File: src/design/bcr_defines.svh
// address map, field positions and reset values of the board control registers
// Notes on behaviour
// - four host pages, index and data on the first, one byte address on each other
// - first page reached through index then data
// - index zero returns read-only logic revision
// - config control at host index one, processor address
// - status bit shows live configuration busy
// - load direction zero reads, one writes
// - debug control host-only, bit seven zero
// - chain master clear passes emulator chain through
// - processors reset bit holds both processors reset
// - emulation pin levels and pull-up bit
// - read-only emulator present bit
// - boot enable one lets primary boot
// - host led register, one lights led
// - host config, jtag and spare pages blocked until unlock value written; index and data pages always open
// - flash control reachable only by processor
// - flash bit zero shows second host ready
// - flash led field, host write overrides
// - write-allow drives flash protect, resets one
`ifndef BCR_DEFINES_SVH
`define BCR_DEFINES_SVH
`define BCR_LB_DATA 20'hE0000
`define BCR_LB_INDEX 20'hE0008
`define BCR_LB_CFG 20'hE1000
`define BCR_LB_JTAG 20'hE2000
`define BCR_LB_SPARE 20'hE3000
`define BCR_LB_UNLOCK 20'h0040B
`define BCR_IDX_REV 8'h00
`define BCR_IDX_CFG 8'h01
`define BCR_IDX_DBG 8'h02
`define BCR_IDX_LED 8'h03
`define BCR_DSP_CFG 32'h60000001
`define BCR_DSP_FLASH 32'h60000004
`define BCR_UNLOCK_VALUE 8'h5A
`define BCR_CFG_DIR 0
`define BCR_CFG_BUSY 7
`define BCR_DBG_MASTER 0
`define BCR_DBG_RESET 1
`define BCR_DBG_PULLUP 2
`define BCR_DBG_EMU_LO 3
`define BCR_DBG_EMU_HI 4
`define BCR_DBG_PRESENT 5
`define BCR_DBG_BOOT 6
`define BCR_FL_HRDY 0
`define BCR_FL_HINT 1
`define BCR_FL_HCFG 3
`define BCR_FL_LED_LO 4
`define BCR_FL_LED_HI 5
`define BCR_FL_ALLOW 6
`define BCR_FL_READY 7
`define BCR_JT_TCK 0
`define BCR_JT_TMS 1
`define BCR_JT_TDI 2
`define BCR_JT_TDO 0
`define BCR_RST_BYTE 8'h00
`define BCR_RST_ALLOW 1'b1
`endif

File: src/design/bcr_pkg.sv
// types shared by the board control register block
package bcr_pkg;
	typedef logic [7:0] bcr_byte_t;
	typedef enum logic [1:0] {
		BCR_SRC_NONE = 2'b00,
		BCR_SRC_HOST = 2'b01,
		BCR_SRC_DSP = 2'b10
	} bcr_src_t;
endpackage

File: src/design/bcr_top.sv
// board control register block: host local bus and processor memory port
`timescale 1ns/100ps
`include "bcr_defines.svh"
module bcr_top #(
	parameter bcr_pkg::bcr_byte_t LOGIC_REV = 8'h01 // arbitrary value
) (
	input wire logic clk,
	input wire logic sys_rst,
	input wire logic [19:0] lb_addr,
	input wire logic lb_rd,
	input wire logic lb_wr,
	input wire logic [7:0] lb_wdata,
	output logic [7:0] lb_rdata_q,
	output logic lb_ack_q,
	input wire logic [31:0] dsp_addr,
	input wire logic dsp_rd,
	input wire logic dsp_wr,
	input wire logic [7:0] dsp_wdata,
	output logic [7:0] dsp_rdata_q,
	output logic dsp_ack_q,
	input wire logic cfg_busy,
	input wire logic [7:0] cfg_din,
	output logic [7:0] cfg_dout_q,
	output logic cfg_strobe_q,
	output logic cfg_rd_q,
	output logic load_direction_q,
	input wire logic emu_tck,
	input wire logic emu_tms,
	input wire logic emu_tdi,
	input wire logic chain_tdo,
	input wire logic emulator_present,
	output logic chain_tck_q,
	output logic chain_tms_q,
	output logic chain_tdi_q,
	output logic emu_tdo_q,
	output logic processors_reset_q,
	output logic primary_boot_enable_q,
	output logic [1:0] emulation_pins_q,
	output logic emu_pullup_enable_q,
	output logic [1:0] local_led_drive_q,
	input wire logic second_host_ready,
	output logic second_host_interrupt_q,
	input wire logic host_configured,
	input wire logic flash_ready,
	output logic flash_write_allow_q,
	output logic host_unlocked_q
);
	bcr_pkg::bcr_byte_t index_q;
	bcr_pkg::bcr_byte_t unlock_q;
	bcr_pkg::bcr_byte_t jtag_q;
	logic chain_master_enable_q;
	logic [7:0] host_rd_d;
	logic [7:0] dsp_rd_d;
	logic host_req;
	logic pg_data, pg_index, pg_cfg, pg_jtag, pg_spare, pg_unlock;
	logic hw_idx_cfg, hw_idx_dbg, hw_idx_led;
	logic dw_cfg, dw_flash;
	logic unlocked;
	bcr_pkg::bcr_src_t led_src;

	// page decode; upper pages answer with zero while locked
	assign host_req = lb_rd | lb_wr;
	assign unlocked = (unlock_q == `BCR_UNLOCK_VALUE);
	assign pg_data = (lb_addr == `BCR_LB_DATA);
	assign pg_index = (lb_addr == `BCR_LB_INDEX);
	assign pg_cfg = (lb_addr == `BCR_LB_CFG) && unlocked;
	assign pg_jtag = (lb_addr == `BCR_LB_JTAG) && unlocked;
	assign pg_spare = (lb_addr == `BCR_LB_SPARE) && unlocked;
	assign pg_unlock = (lb_addr == `BCR_LB_UNLOCK);
	assign hw_idx_cfg = lb_wr && pg_data && (index_q == `BCR_IDX_CFG);
	assign hw_idx_dbg = lb_wr && pg_data && (index_q == `BCR_IDX_DBG);
	assign hw_idx_led = lb_wr && pg_data && (index_q == `BCR_IDX_LED);
	assign dw_cfg = dsp_wr && (dsp_addr == `BCR_DSP_CFG);
	assign dw_flash = dsp_wr && (dsp_addr == `BCR_DSP_FLASH);

	always_ff @(posedge clk or posedge sys_rst) begin
		if (sys_rst) begin
			index_q <= `BCR_RST_BYTE;
		end else if (lb_wr && pg_index) begin
			index_q <= lb_wdata;
		end
	end

	always_ff @(posedge clk or posedge sys_rst) begin
		if (sys_rst) begin
			unlock_q <= `BCR_RST_BYTE;
		end else if (lb_wr && pg_unlock) begin
			unlock_q <= lb_wdata;
		end
	end

	always_ff @(posedge clk or posedge sys_rst) begin
		if (sys_rst) begin
			host_unlocked_q <= 1'b0;
		end else begin
			host_unlocked_q <= unlocked;
		end
	end

	// host writes win a same-cycle clash: the host owns the board in lab use
	always_ff @(posedge clk or posedge sys_rst) begin
		if (sys_rst) begin
			load_direction_q <= 1'b0;
		end else if (hw_idx_cfg) begin
			load_direction_q <= lb_wdata[`BCR_CFG_DIR];
		end else if (dw_cfg) begin
			load_direction_q <= dsp_wdata[`BCR_CFG_DIR];
		end
	end

	always_ff @(posedge clk or posedge sys_rst) begin
		if (sys_rst) begin
			chain_master_enable_q <= 1'b0;
			processors_reset_q <= 1'b0;
			emu_pullup_enable_q <= 1'b0;
			emulation_pins_q <= 2'h0;
			primary_boot_enable_q <= 1'b0;
		end else if (hw_idx_dbg) begin
			chain_master_enable_q <= lb_wdata[`BCR_DBG_MASTER];
			processors_reset_q <= lb_wdata[`BCR_DBG_RESET];
			emu_pullup_enable_q <= lb_wdata[`BCR_DBG_PULLUP];
			emulation_pins_q <= lb_wdata[`BCR_DBG_EMU_HI:`BCR_DBG_EMU_LO];
			primary_boot_enable_q <= lb_wdata[`BCR_DBG_BOOT];
		end
	end

	// one led register, last writer wins; the host overrides on a clash
	always_comb begin
		led_src = bcr_pkg::BCR_SRC_NONE;
		if (hw_idx_led) begin
			led_src = bcr_pkg::BCR_SRC_HOST;
		end else if (dw_flash) begin
			led_src = bcr_pkg::BCR_SRC_DSP;
		end
	end

	always_ff @(posedge clk or posedge sys_rst) begin
		if (sys_rst) begin
			local_led_drive_q <= 2'h0;
		end else begin
			unique case (led_src)
				bcr_pkg::BCR_SRC_HOST: local_led_drive_q <= lb_wdata[1:0];
				bcr_pkg::BCR_SRC_DSP: begin
					local_led_drive_q <= dsp_wdata[`BCR_FL_LED_HI:`BCR_FL_LED_LO];
				end
				default: local_led_drive_q <= local_led_drive_q;
			endcase
		end
	end

	always_ff @(posedge clk or posedge sys_rst) begin
		if (sys_rst) begin
			flash_write_allow_q <= `BCR_RST_ALLOW;
			second_host_interrupt_q <= 1'b0;
		end else if (dw_flash) begin
			flash_write_allow_q <= dsp_wdata[`BCR_FL_ALLOW];
			second_host_interrupt_q <= dsp_wdata[`BCR_FL_HINT];
		end
	end

	// configuration data page: a write drives a byte out, a read samples the port
	always_ff @(posedge clk or posedge sys_rst) begin
		if (sys_rst) begin
			cfg_dout_q <= `BCR_RST_BYTE;
			cfg_strobe_q <= 1'b0;
			cfg_rd_q <= 1'b0;
		end else begin
			cfg_strobe_q <= lb_wr && pg_cfg;
			cfg_rd_q <= lb_rd && pg_cfg;
			if (lb_wr && pg_cfg) begin
				cfg_dout_q <= lb_wdata;
			end
		end
	end

	always_ff @(posedge clk or posedge sys_rst) begin
		if (sys_rst) begin
			jtag_q <= `BCR_RST_BYTE;
		end else if (lb_wr && pg_jtag) begin
			jtag_q <= lb_wdata;
		end
	end

	// chain is re-timed by one cycle even in pass-through; fine at tck rates
	always_ff @(posedge clk or posedge sys_rst) begin
		if (sys_rst) begin
			chain_tck_q <= 1'b0;
			chain_tms_q <= 1'b0;
			chain_tdi_q <= 1'b0;
			emu_tdo_q <= 1'b0;
		end else begin
			emu_tdo_q <= chain_tdo;
			if (chain_master_enable_q) begin
				chain_tck_q <= jtag_q[`BCR_JT_TCK];
				chain_tms_q <= jtag_q[`BCR_JT_TMS];
				chain_tdi_q <= jtag_q[`BCR_JT_TDI];
			end else begin
				chain_tck_q <= emu_tck;
				chain_tms_q <= emu_tms;
				chain_tdi_q <= emu_tdi;
			end
		end
	end

	always_comb begin
		host_rd_d = `BCR_RST_BYTE;
		if (pg_index) begin
			host_rd_d = index_q;
		end else if (pg_unlock) begin
			host_rd_d = unlock_q;
		end else if (pg_cfg) begin
			host_rd_d = cfg_din;
		end else if (pg_jtag) begin
			host_rd_d[`BCR_JT_TDO] = chain_tdo;
		end else if (pg_spare) begin
			host_rd_d = `BCR_RST_BYTE;
		end else if (pg_data) begin
			unique case (index_q)
				`BCR_IDX_REV: host_rd_d = LOGIC_REV;
				`BCR_IDX_CFG: begin
					host_rd_d[`BCR_CFG_DIR] = load_direction_q;
					host_rd_d[`BCR_CFG_BUSY] = cfg_busy;
				end
				`BCR_IDX_DBG: begin
					host_rd_d[`BCR_DBG_MASTER] = chain_master_enable_q;
					host_rd_d[`BCR_DBG_RESET] = processors_reset_q;
					host_rd_d[`BCR_DBG_PULLUP] = emu_pullup_enable_q;
					host_rd_d[`BCR_DBG_EMU_HI:`BCR_DBG_EMU_LO] = emulation_pins_q;
					host_rd_d[`BCR_DBG_PRESENT] = emulator_present;
					host_rd_d[`BCR_DBG_BOOT] = primary_boot_enable_q;
				end
				`BCR_IDX_LED: host_rd_d[1:0] = local_led_drive_q;
				default: host_rd_d = `BCR_RST_BYTE;
			endcase
		end
	end

	always_comb begin
		dsp_rd_d = `BCR_RST_BYTE;
		if (dsp_addr == `BCR_DSP_CFG) begin
			dsp_rd_d[`BCR_CFG_DIR] = load_direction_q;
			dsp_rd_d[`BCR_CFG_BUSY] = cfg_busy;
		end else if (dsp_addr == `BCR_DSP_FLASH) begin
			dsp_rd_d[`BCR_FL_HRDY] = second_host_ready;
			dsp_rd_d[`BCR_FL_HINT] = second_host_interrupt_q;
			dsp_rd_d[`BCR_FL_HCFG] = host_configured;
			dsp_rd_d[`BCR_FL_LED_HI:`BCR_FL_LED_LO] = local_led_drive_q;
			dsp_rd_d[`BCR_FL_ALLOW] = flash_write_allow_q;
			dsp_rd_d[`BCR_FL_READY] = flash_ready;
		end
	end

	always_ff @(posedge clk or posedge sys_rst) begin
		if (sys_rst) begin
			lb_ack_q <= 1'b0;
			lb_rdata_q <= `BCR_RST_BYTE;
		end else begin
			lb_ack_q <= host_req;
			lb_rdata_q <= lb_rd ? host_rd_d : `BCR_RST_BYTE;
		end
	end

	always_ff @(posedge clk or posedge sys_rst) begin
		if (sys_rst) begin
			dsp_ack_q <= 1'b0;
			dsp_rdata_q <= `BCR_RST_BYTE;
		end else begin
			dsp_ack_q <= dsp_rd | dsp_wr;
			dsp_rdata_q <= dsp_rd ? dsp_rd_d : `BCR_RST_BYTE;
		end
	end
endmodule // bcr_top

File: config.mk
export PLATFORM = sky130hd
export DESIGN_NAME = bcr_top
export DESIGN_NICKNAME = d
export VERILOG_FILES = /design/src/design/bcr_pkg.sv /design/src/design/bcr_top.sv
export VERILOG_INCLUDE_DIRS = /design/src /design/src/design
export SDC_FILE = /design/constraint.sdc
export NUM_CORES = 1
export LEC_CHECK = 0
export ABC_CLOCK_PERIOD_IN_PS = 3300
export BUFFER_PORTS_ARGS = -buffer_cell sky130_fd_sc_hd__clkbuf_2
export CAP_MARGIN = 20
export CORE_ASPECT_RATIO = 2
export CORE_MARGIN = 5
export CORE_UTILIZATION = 34
export DETAILED_ROUTE_END_ITERATION = 10
export PLACE_DENSITY = 0.58
export SYNTH_ARGS = -nofsm -noshare
export SYNTH_HDL_FRONTEND = slang
export SYNTH_SLANG_ARGS = --single-unit
File: constraint.sdc
create_clock -name clk -period 3.3 [get_ports clk]
set_input_delay 0.165 -clock clk [delete_from_list [all_inputs] [get_ports clk]]
set_output_delay 0.165 -clock clk [all_outputs]
set_load 0.02 [all_outputs]
* Word level (Yosys, flattened, before mapping)
Index checks and enable logic that the tools add are counted.
** Storage, ports and cells
- Register bits :: 63
** Operators by class
- Eq/ne operators :: 14
- Mux-type cells :: 27
- Bitwise gates (word level) :: 2
- Reductions and logical operators :: 17
** Operator list (count)
- 20-bit equality test (second input constant) :: 5
- 32-bit by 31-bit equality test with 1-bit output (second input constant) :: 2
- 8-bit two-way mux :: 7
- 20-bit by 11-bit equality test with 1-bit output (second input constant) :: 1
- 8-bit by 2-bit equality test with 1-bit output (second input constant) :: 2
- 1-bit logical AND :: 14
- 1-bit two-way mux :: 10
- 5-bit two-way mux :: 2
- 8-bit by 1-bit equality test with 1-bit output (second input constant) :: 1
- 8-bit by 7-bit equality test with 1-bit output (second input constant) :: 1
- 8-bit zero test :: 1
- 7-bit two-way mux :: 1
- 2-bit two-way mux :: 3
- 4-bit two-way mux :: 1
- 1-bit case mux with 4 select lines :: 1
- 2-bit case mux with 2 select lines :: 1
- 2-bit nonzero test :: 2
- 2-bit by 1-bit equality test with 1-bit output (second input constant) :: 1
- 2-bit equality test (second input constant) :: 1
- 1-bit OR :: 2
- 1-bit case mux with 2 select lines :: 1

* Logic depth before layout (Yosys ltp)
- Word-level depth :: 9
- Depth in mapped cells :: 7
- Gate-level depth less buffers :: 5

* Worst setup path before layout
Ideal clock, no wire load.
- Path type :: register -> register
- From :: reg unlock_q[5]
- To :: reg jtag_q[0]
- Arrival :: 1.790 ns
- Data required time :: 3.175 ns
- Slack :: 1.385 ns
- Stages on the path, launching flop included :: 6
- Buffers on the path :: 0
- Period minus slack after synthesis :: 1.915 ns
- Path through :: dfrtp_1 > nand4bb_1 > nor4_2 > nand2_1 > nor4_1 > mux2_2
** Between the ends
- Cells in the longest elaborated chain, start to end :: 3
** RTL lines
- start: declaration :: line bcr_top.sv:49 : bcr_pkg::bcr_byte_t unlock_q;
- start signal: assignment :: line bcr_top.sv:86 : unlock_q <= `BCR_RST_BYTE;
- start signal: assignment :: line bcr_top.sv:88 : unlock_q <= lb_wdata;
- 8-bit by 7-bit equality test with 1-bit output (no source line)
- named net unlocked :: line bcr_top.sv:58 : logic unlocked;
- 1-bit logical AND :: line bcr_top.sv:67 : assign pg_jtag = (lb_addr == `BCR_LB_JTAG) && unlocked;
- 1-bit logical AND :: line bcr_top.sv:179 : end else if (lb_wr && pg_jtag) begin
- end signal: assignment :: line bcr_top.sv:178 : jtag_q <= `BCR_RST_BYTE;
- end signal: assignment :: line bcr_top.sv:180 : jtag_q <= lb_wdata;
- end: declaration :: line bcr_top.sv:50 : bcr_pkg::bcr_byte_t jtag_q;
The timed path passes the listed nets, and every way through them passes these cells.
A chain may end at the register's enable or synchronous reset.

* Final worst setup path
- From :: reg unlock_q[5]
- To :: reg jtag_q[1]
The elaborated chain is that of the path after synthesis.

==> results.md <==
* Status: finished, final reports clean
* # Post-CTS Setup Buffers at 0
* Post-DR vias/cell at 5.21
* Initial DRT Pass Iterations at 4
* Crit Path Class: register to register
* Top Ports at roughly 130
* First-pass GRT wire length at about 14 mm
* Yosys cell types at 50
* Peak supply drop at 0.250 mV
* Layout cells sized above 1 at 52.2%
* Synth-to-Final Area Change at 34.9%
* Endpoints failing setup at 0
* Routed Antenna Nets at 0
* HP Class: primary input to async pin
* Dominant synthesized flop cell: dfrtp_1
* Vias in the first global route at 2761
* Antenna violations before repair at 0
* Power Density at ~430 nW/um2
* Max-slew headroom at 41.0%
* Slew Viols, Final at 0
* Final net count at 477
* Initial DRC count at 124
* Async SR Flop Fraction at 100%
* Final clock skew at roughly 0.0075 ns
* RSZ-0062 raised after global routing: false
* WL final at ~8.6 mm
* Clock-pin slew on the worst setup and hold paths at 0.05 ns
* Routed len/inst at about 17 um
* TritonCTS buffer count at 9
* CTS tree: built
* Worst-skew pair later-pin latency at 0.33 ns
* Post-synth EDFFs at 0
* Ant diodes at 0
* Clock Tree Root: clkbuf_16
* Die ar. at between 10000 and 15000 um2
* Initial Utilization at 34.6%
* Fmax at around 420 MHz
* Port bufs at 129
* Vias at between 2000 and 3000
* Worst Path Arrival at ~2.6 ns
* Post-route core utilization at 46.7%
* Worst-Margin Slew at 0.883 ns
* Syn nets at 340
* Post-Synthesis Cells at approximately 250
* CP Capture Type: register
* Grt ovf at 0
* Post-CTS resize count at 0
* Placer congestion estimate at around 0.86
* Die Width at 76.4 um
* Std-Cell Rows at 48
* Largest net degree at the start of global routing at 44
* Post-Syn Area at 3000 um2
* YS warnings at 0
* Register area share after synthesis at 51.8%
* HPWL after DPL at between 6 and 7 mm
* Max_cap viols at 0
* Post-route DRC at 0
* Worst-path fanout max at 7
* Avg Cell Area, Syn at 12.0 um2
* GRT Resource Usage Total at ~16%
* Placeable Area at roughly 8600 um2
* Final Cycle Share at 72.7%
* Fin crit period at 2.40 ns
* Register bit total from synthesis at just over 60
* Final-report hold violation count at 0
* Hold Buf Count CTS at 1
* DIE HEIGHT at approximately 140 um
* Crit path required time at between 3 and 4 ns
* Setup_tns at 0 ns
* Leak at 2.06 nW
* Clock Tree Buf Depth at 2
* Crit path launch type: register
* Clock Sinks at 62
* H-Tree Depth at 3
## placed cells by master (no fill, tap or decap), types with 2 or more instances in the layout
| cell type | n |
|---|---|
| nor4b_1 | 3 |
| nand3_1 | 10 |
| nand2b_1 | 2 |
| clkinv_2 | 2 |
| a21oi_1 | 3 |
| a221oi_1 | 2 |
| mux2_1 | 5 |
| a22oi_1 | 2 |
| dfrtp_1 | 61 |
| or4_1 | 2 |
| nor4_1 | 7 |
| and2_1 | 6 |
| buf_4 | 3 |
| inv_1 | 7 |
| nor2_1 | 9 |
| or2_2 | 4 |
| clkbuf_2 | 129 |
| clkbuf_8 | 2 |
| and3_1 | 3 |
| mux2_2 | 40 |
| nor4_2 | 4 |
| clkbuf_1 | 3 |
| nor3_1 | 3 |
| nor4_4 | 2 |
| a41oi_1 | 4 |
| or4_4 | 2 |
| a31oi_1 | 2 |
| nor3b_1 | 2 |
| nor2b_1 | 4 |
| nand4_1 | 9 |
| o21ai_0 | 8 |
| nand2_1 | 12 |
| nand3b_1 | 5 |
| clkbuf_16 | 9 |
## worst max-delay path, cell delays in order (launching register included)
cell,delay [ns]
dfrtp_1,0.39
nand4bb_1,0.22
nor4_2,0.59
nand2_1,0.11
nor4_1,0.57
mux2_2,0.41
## synth_stat cells, types with 4 or more instances
master	instances	area, um2
nand2_1	12	45.0
inv_1	8	30.0
a41oi_1	4	35.0
or2_2	4	25.0
nand4_1	9	56.3
and2_1	6	37.5
nand3b_1	5	37.5
nor2b_1	4	25.0
o21ai_0	8	40.0
dfrtp_1	61	1530
clkbuf_1	4	15.0
nand3_1	10	50.1
mux2_1	5	56.3
nor2_1	9	33.8
mux2_2	40	450
nor4_1	7	43.8
nor4_2	4	50.1
## report_power, final
| part | switching, mW | internal [mW] | total, mW | leakage, nW |
|---|---|---|---|---|
| clock | 0.310 | 0.546 | 0.855 | 0.137 |
| sequential | 0.000839 | 0.765 | 0.766 | 0.846 |
| combinational | 0.0669 | 0.0552 | 0.122 | 1.08 |
## cell type report
class                           instances  area [um2]
Inverter                                8        30.0
Multi-Input combinational cell        172        1380
Fill cell                             867        4610
Timing Repair Buffer                  133         678
Clock buffer                           14         264
Sequential cell                        62        1550
Tap cell                              100         125
Clock inverter                          2        10.0
## path summary, 6_finish.rpt
check	to	slack [ns]	startpoint	cells past startpoint
min in group clk	dsp_rdata_q[3]$_DFF_PP0_	0.04	host_configured	2
min	local_led_drive_q[1]$_DFFE_PP0P_	0.009	sys_rst	2
max	jtag_q[1]$_DFFE_PP0P_	0.90	unlock_q[5]$_DFFE_PP0P_	5
min reg2reg	cfg_dout_q[7]$_DFFE_PP0P_	0.50	cfg_dout_q[7]$_DFFE_PP0P_	1
max in group asynchronous	flash_write_allow_q$_DFFE_PP1P_	2.54	sys_rst	3
max reg2reg	jtag_q[1]$_DFFE_PP0P_	0.90	unlock_q[5]$_DFFE_PP0P_	5
## routing by layer
layer	global-route usage (%)	vias up	part of all wire (%)
li1	-	1210	-
met1	15.9	1241	34
met2	30.3	90	56
met3	3.79	15	6.4
met4	9.68	0	3.1
met5	0	-	0
## flip-flops by register name, indices dropped and copies added (netlist names), 2 cells and up
| name | count |
|---|---|
| local_led_drive_q | 2 |
| lb_rdata_q | 8 |
| unlock_q | 8 |
| cfg_dout_q | 8 |
| emulation_pins_q | 2 |
| jtag_q | 3 |
| dsp_rdata_q | 7 |
| index_q | 8 |
## cell families (layout without fill, tap and decap cells)
kind of cell,after synthesis,after routing,share of synthesized area [%]
flip-flops,62,62,51.8
other,1,1,0.125
AND/OR/NAND/NOR,100,100,23.1
multiplexers,46,46,17.3
AO/OA/AOI/OAI,25,25,5.64
buffers and inverters,15,157,2.05
## through the flow
step           instance area, um2  power, mW  cells  hold WS (ns)  setup WS, ns
3_3_place_gp                 3760      0.900    474         0.293         0.932
2_1_floorplan                3000      0.825    249         0.196          1.38
5_1_grt                      4040       1.83    491        0.0512         0.749
3_5_place_dp                 3760      0.902    474         0.311         0.875
6_report                     4040       1.74    491       0.00936         0.902
4_1_cts                      4040       1.77    491        0.0360         0.873
Power figures use the tool's default switching activity.
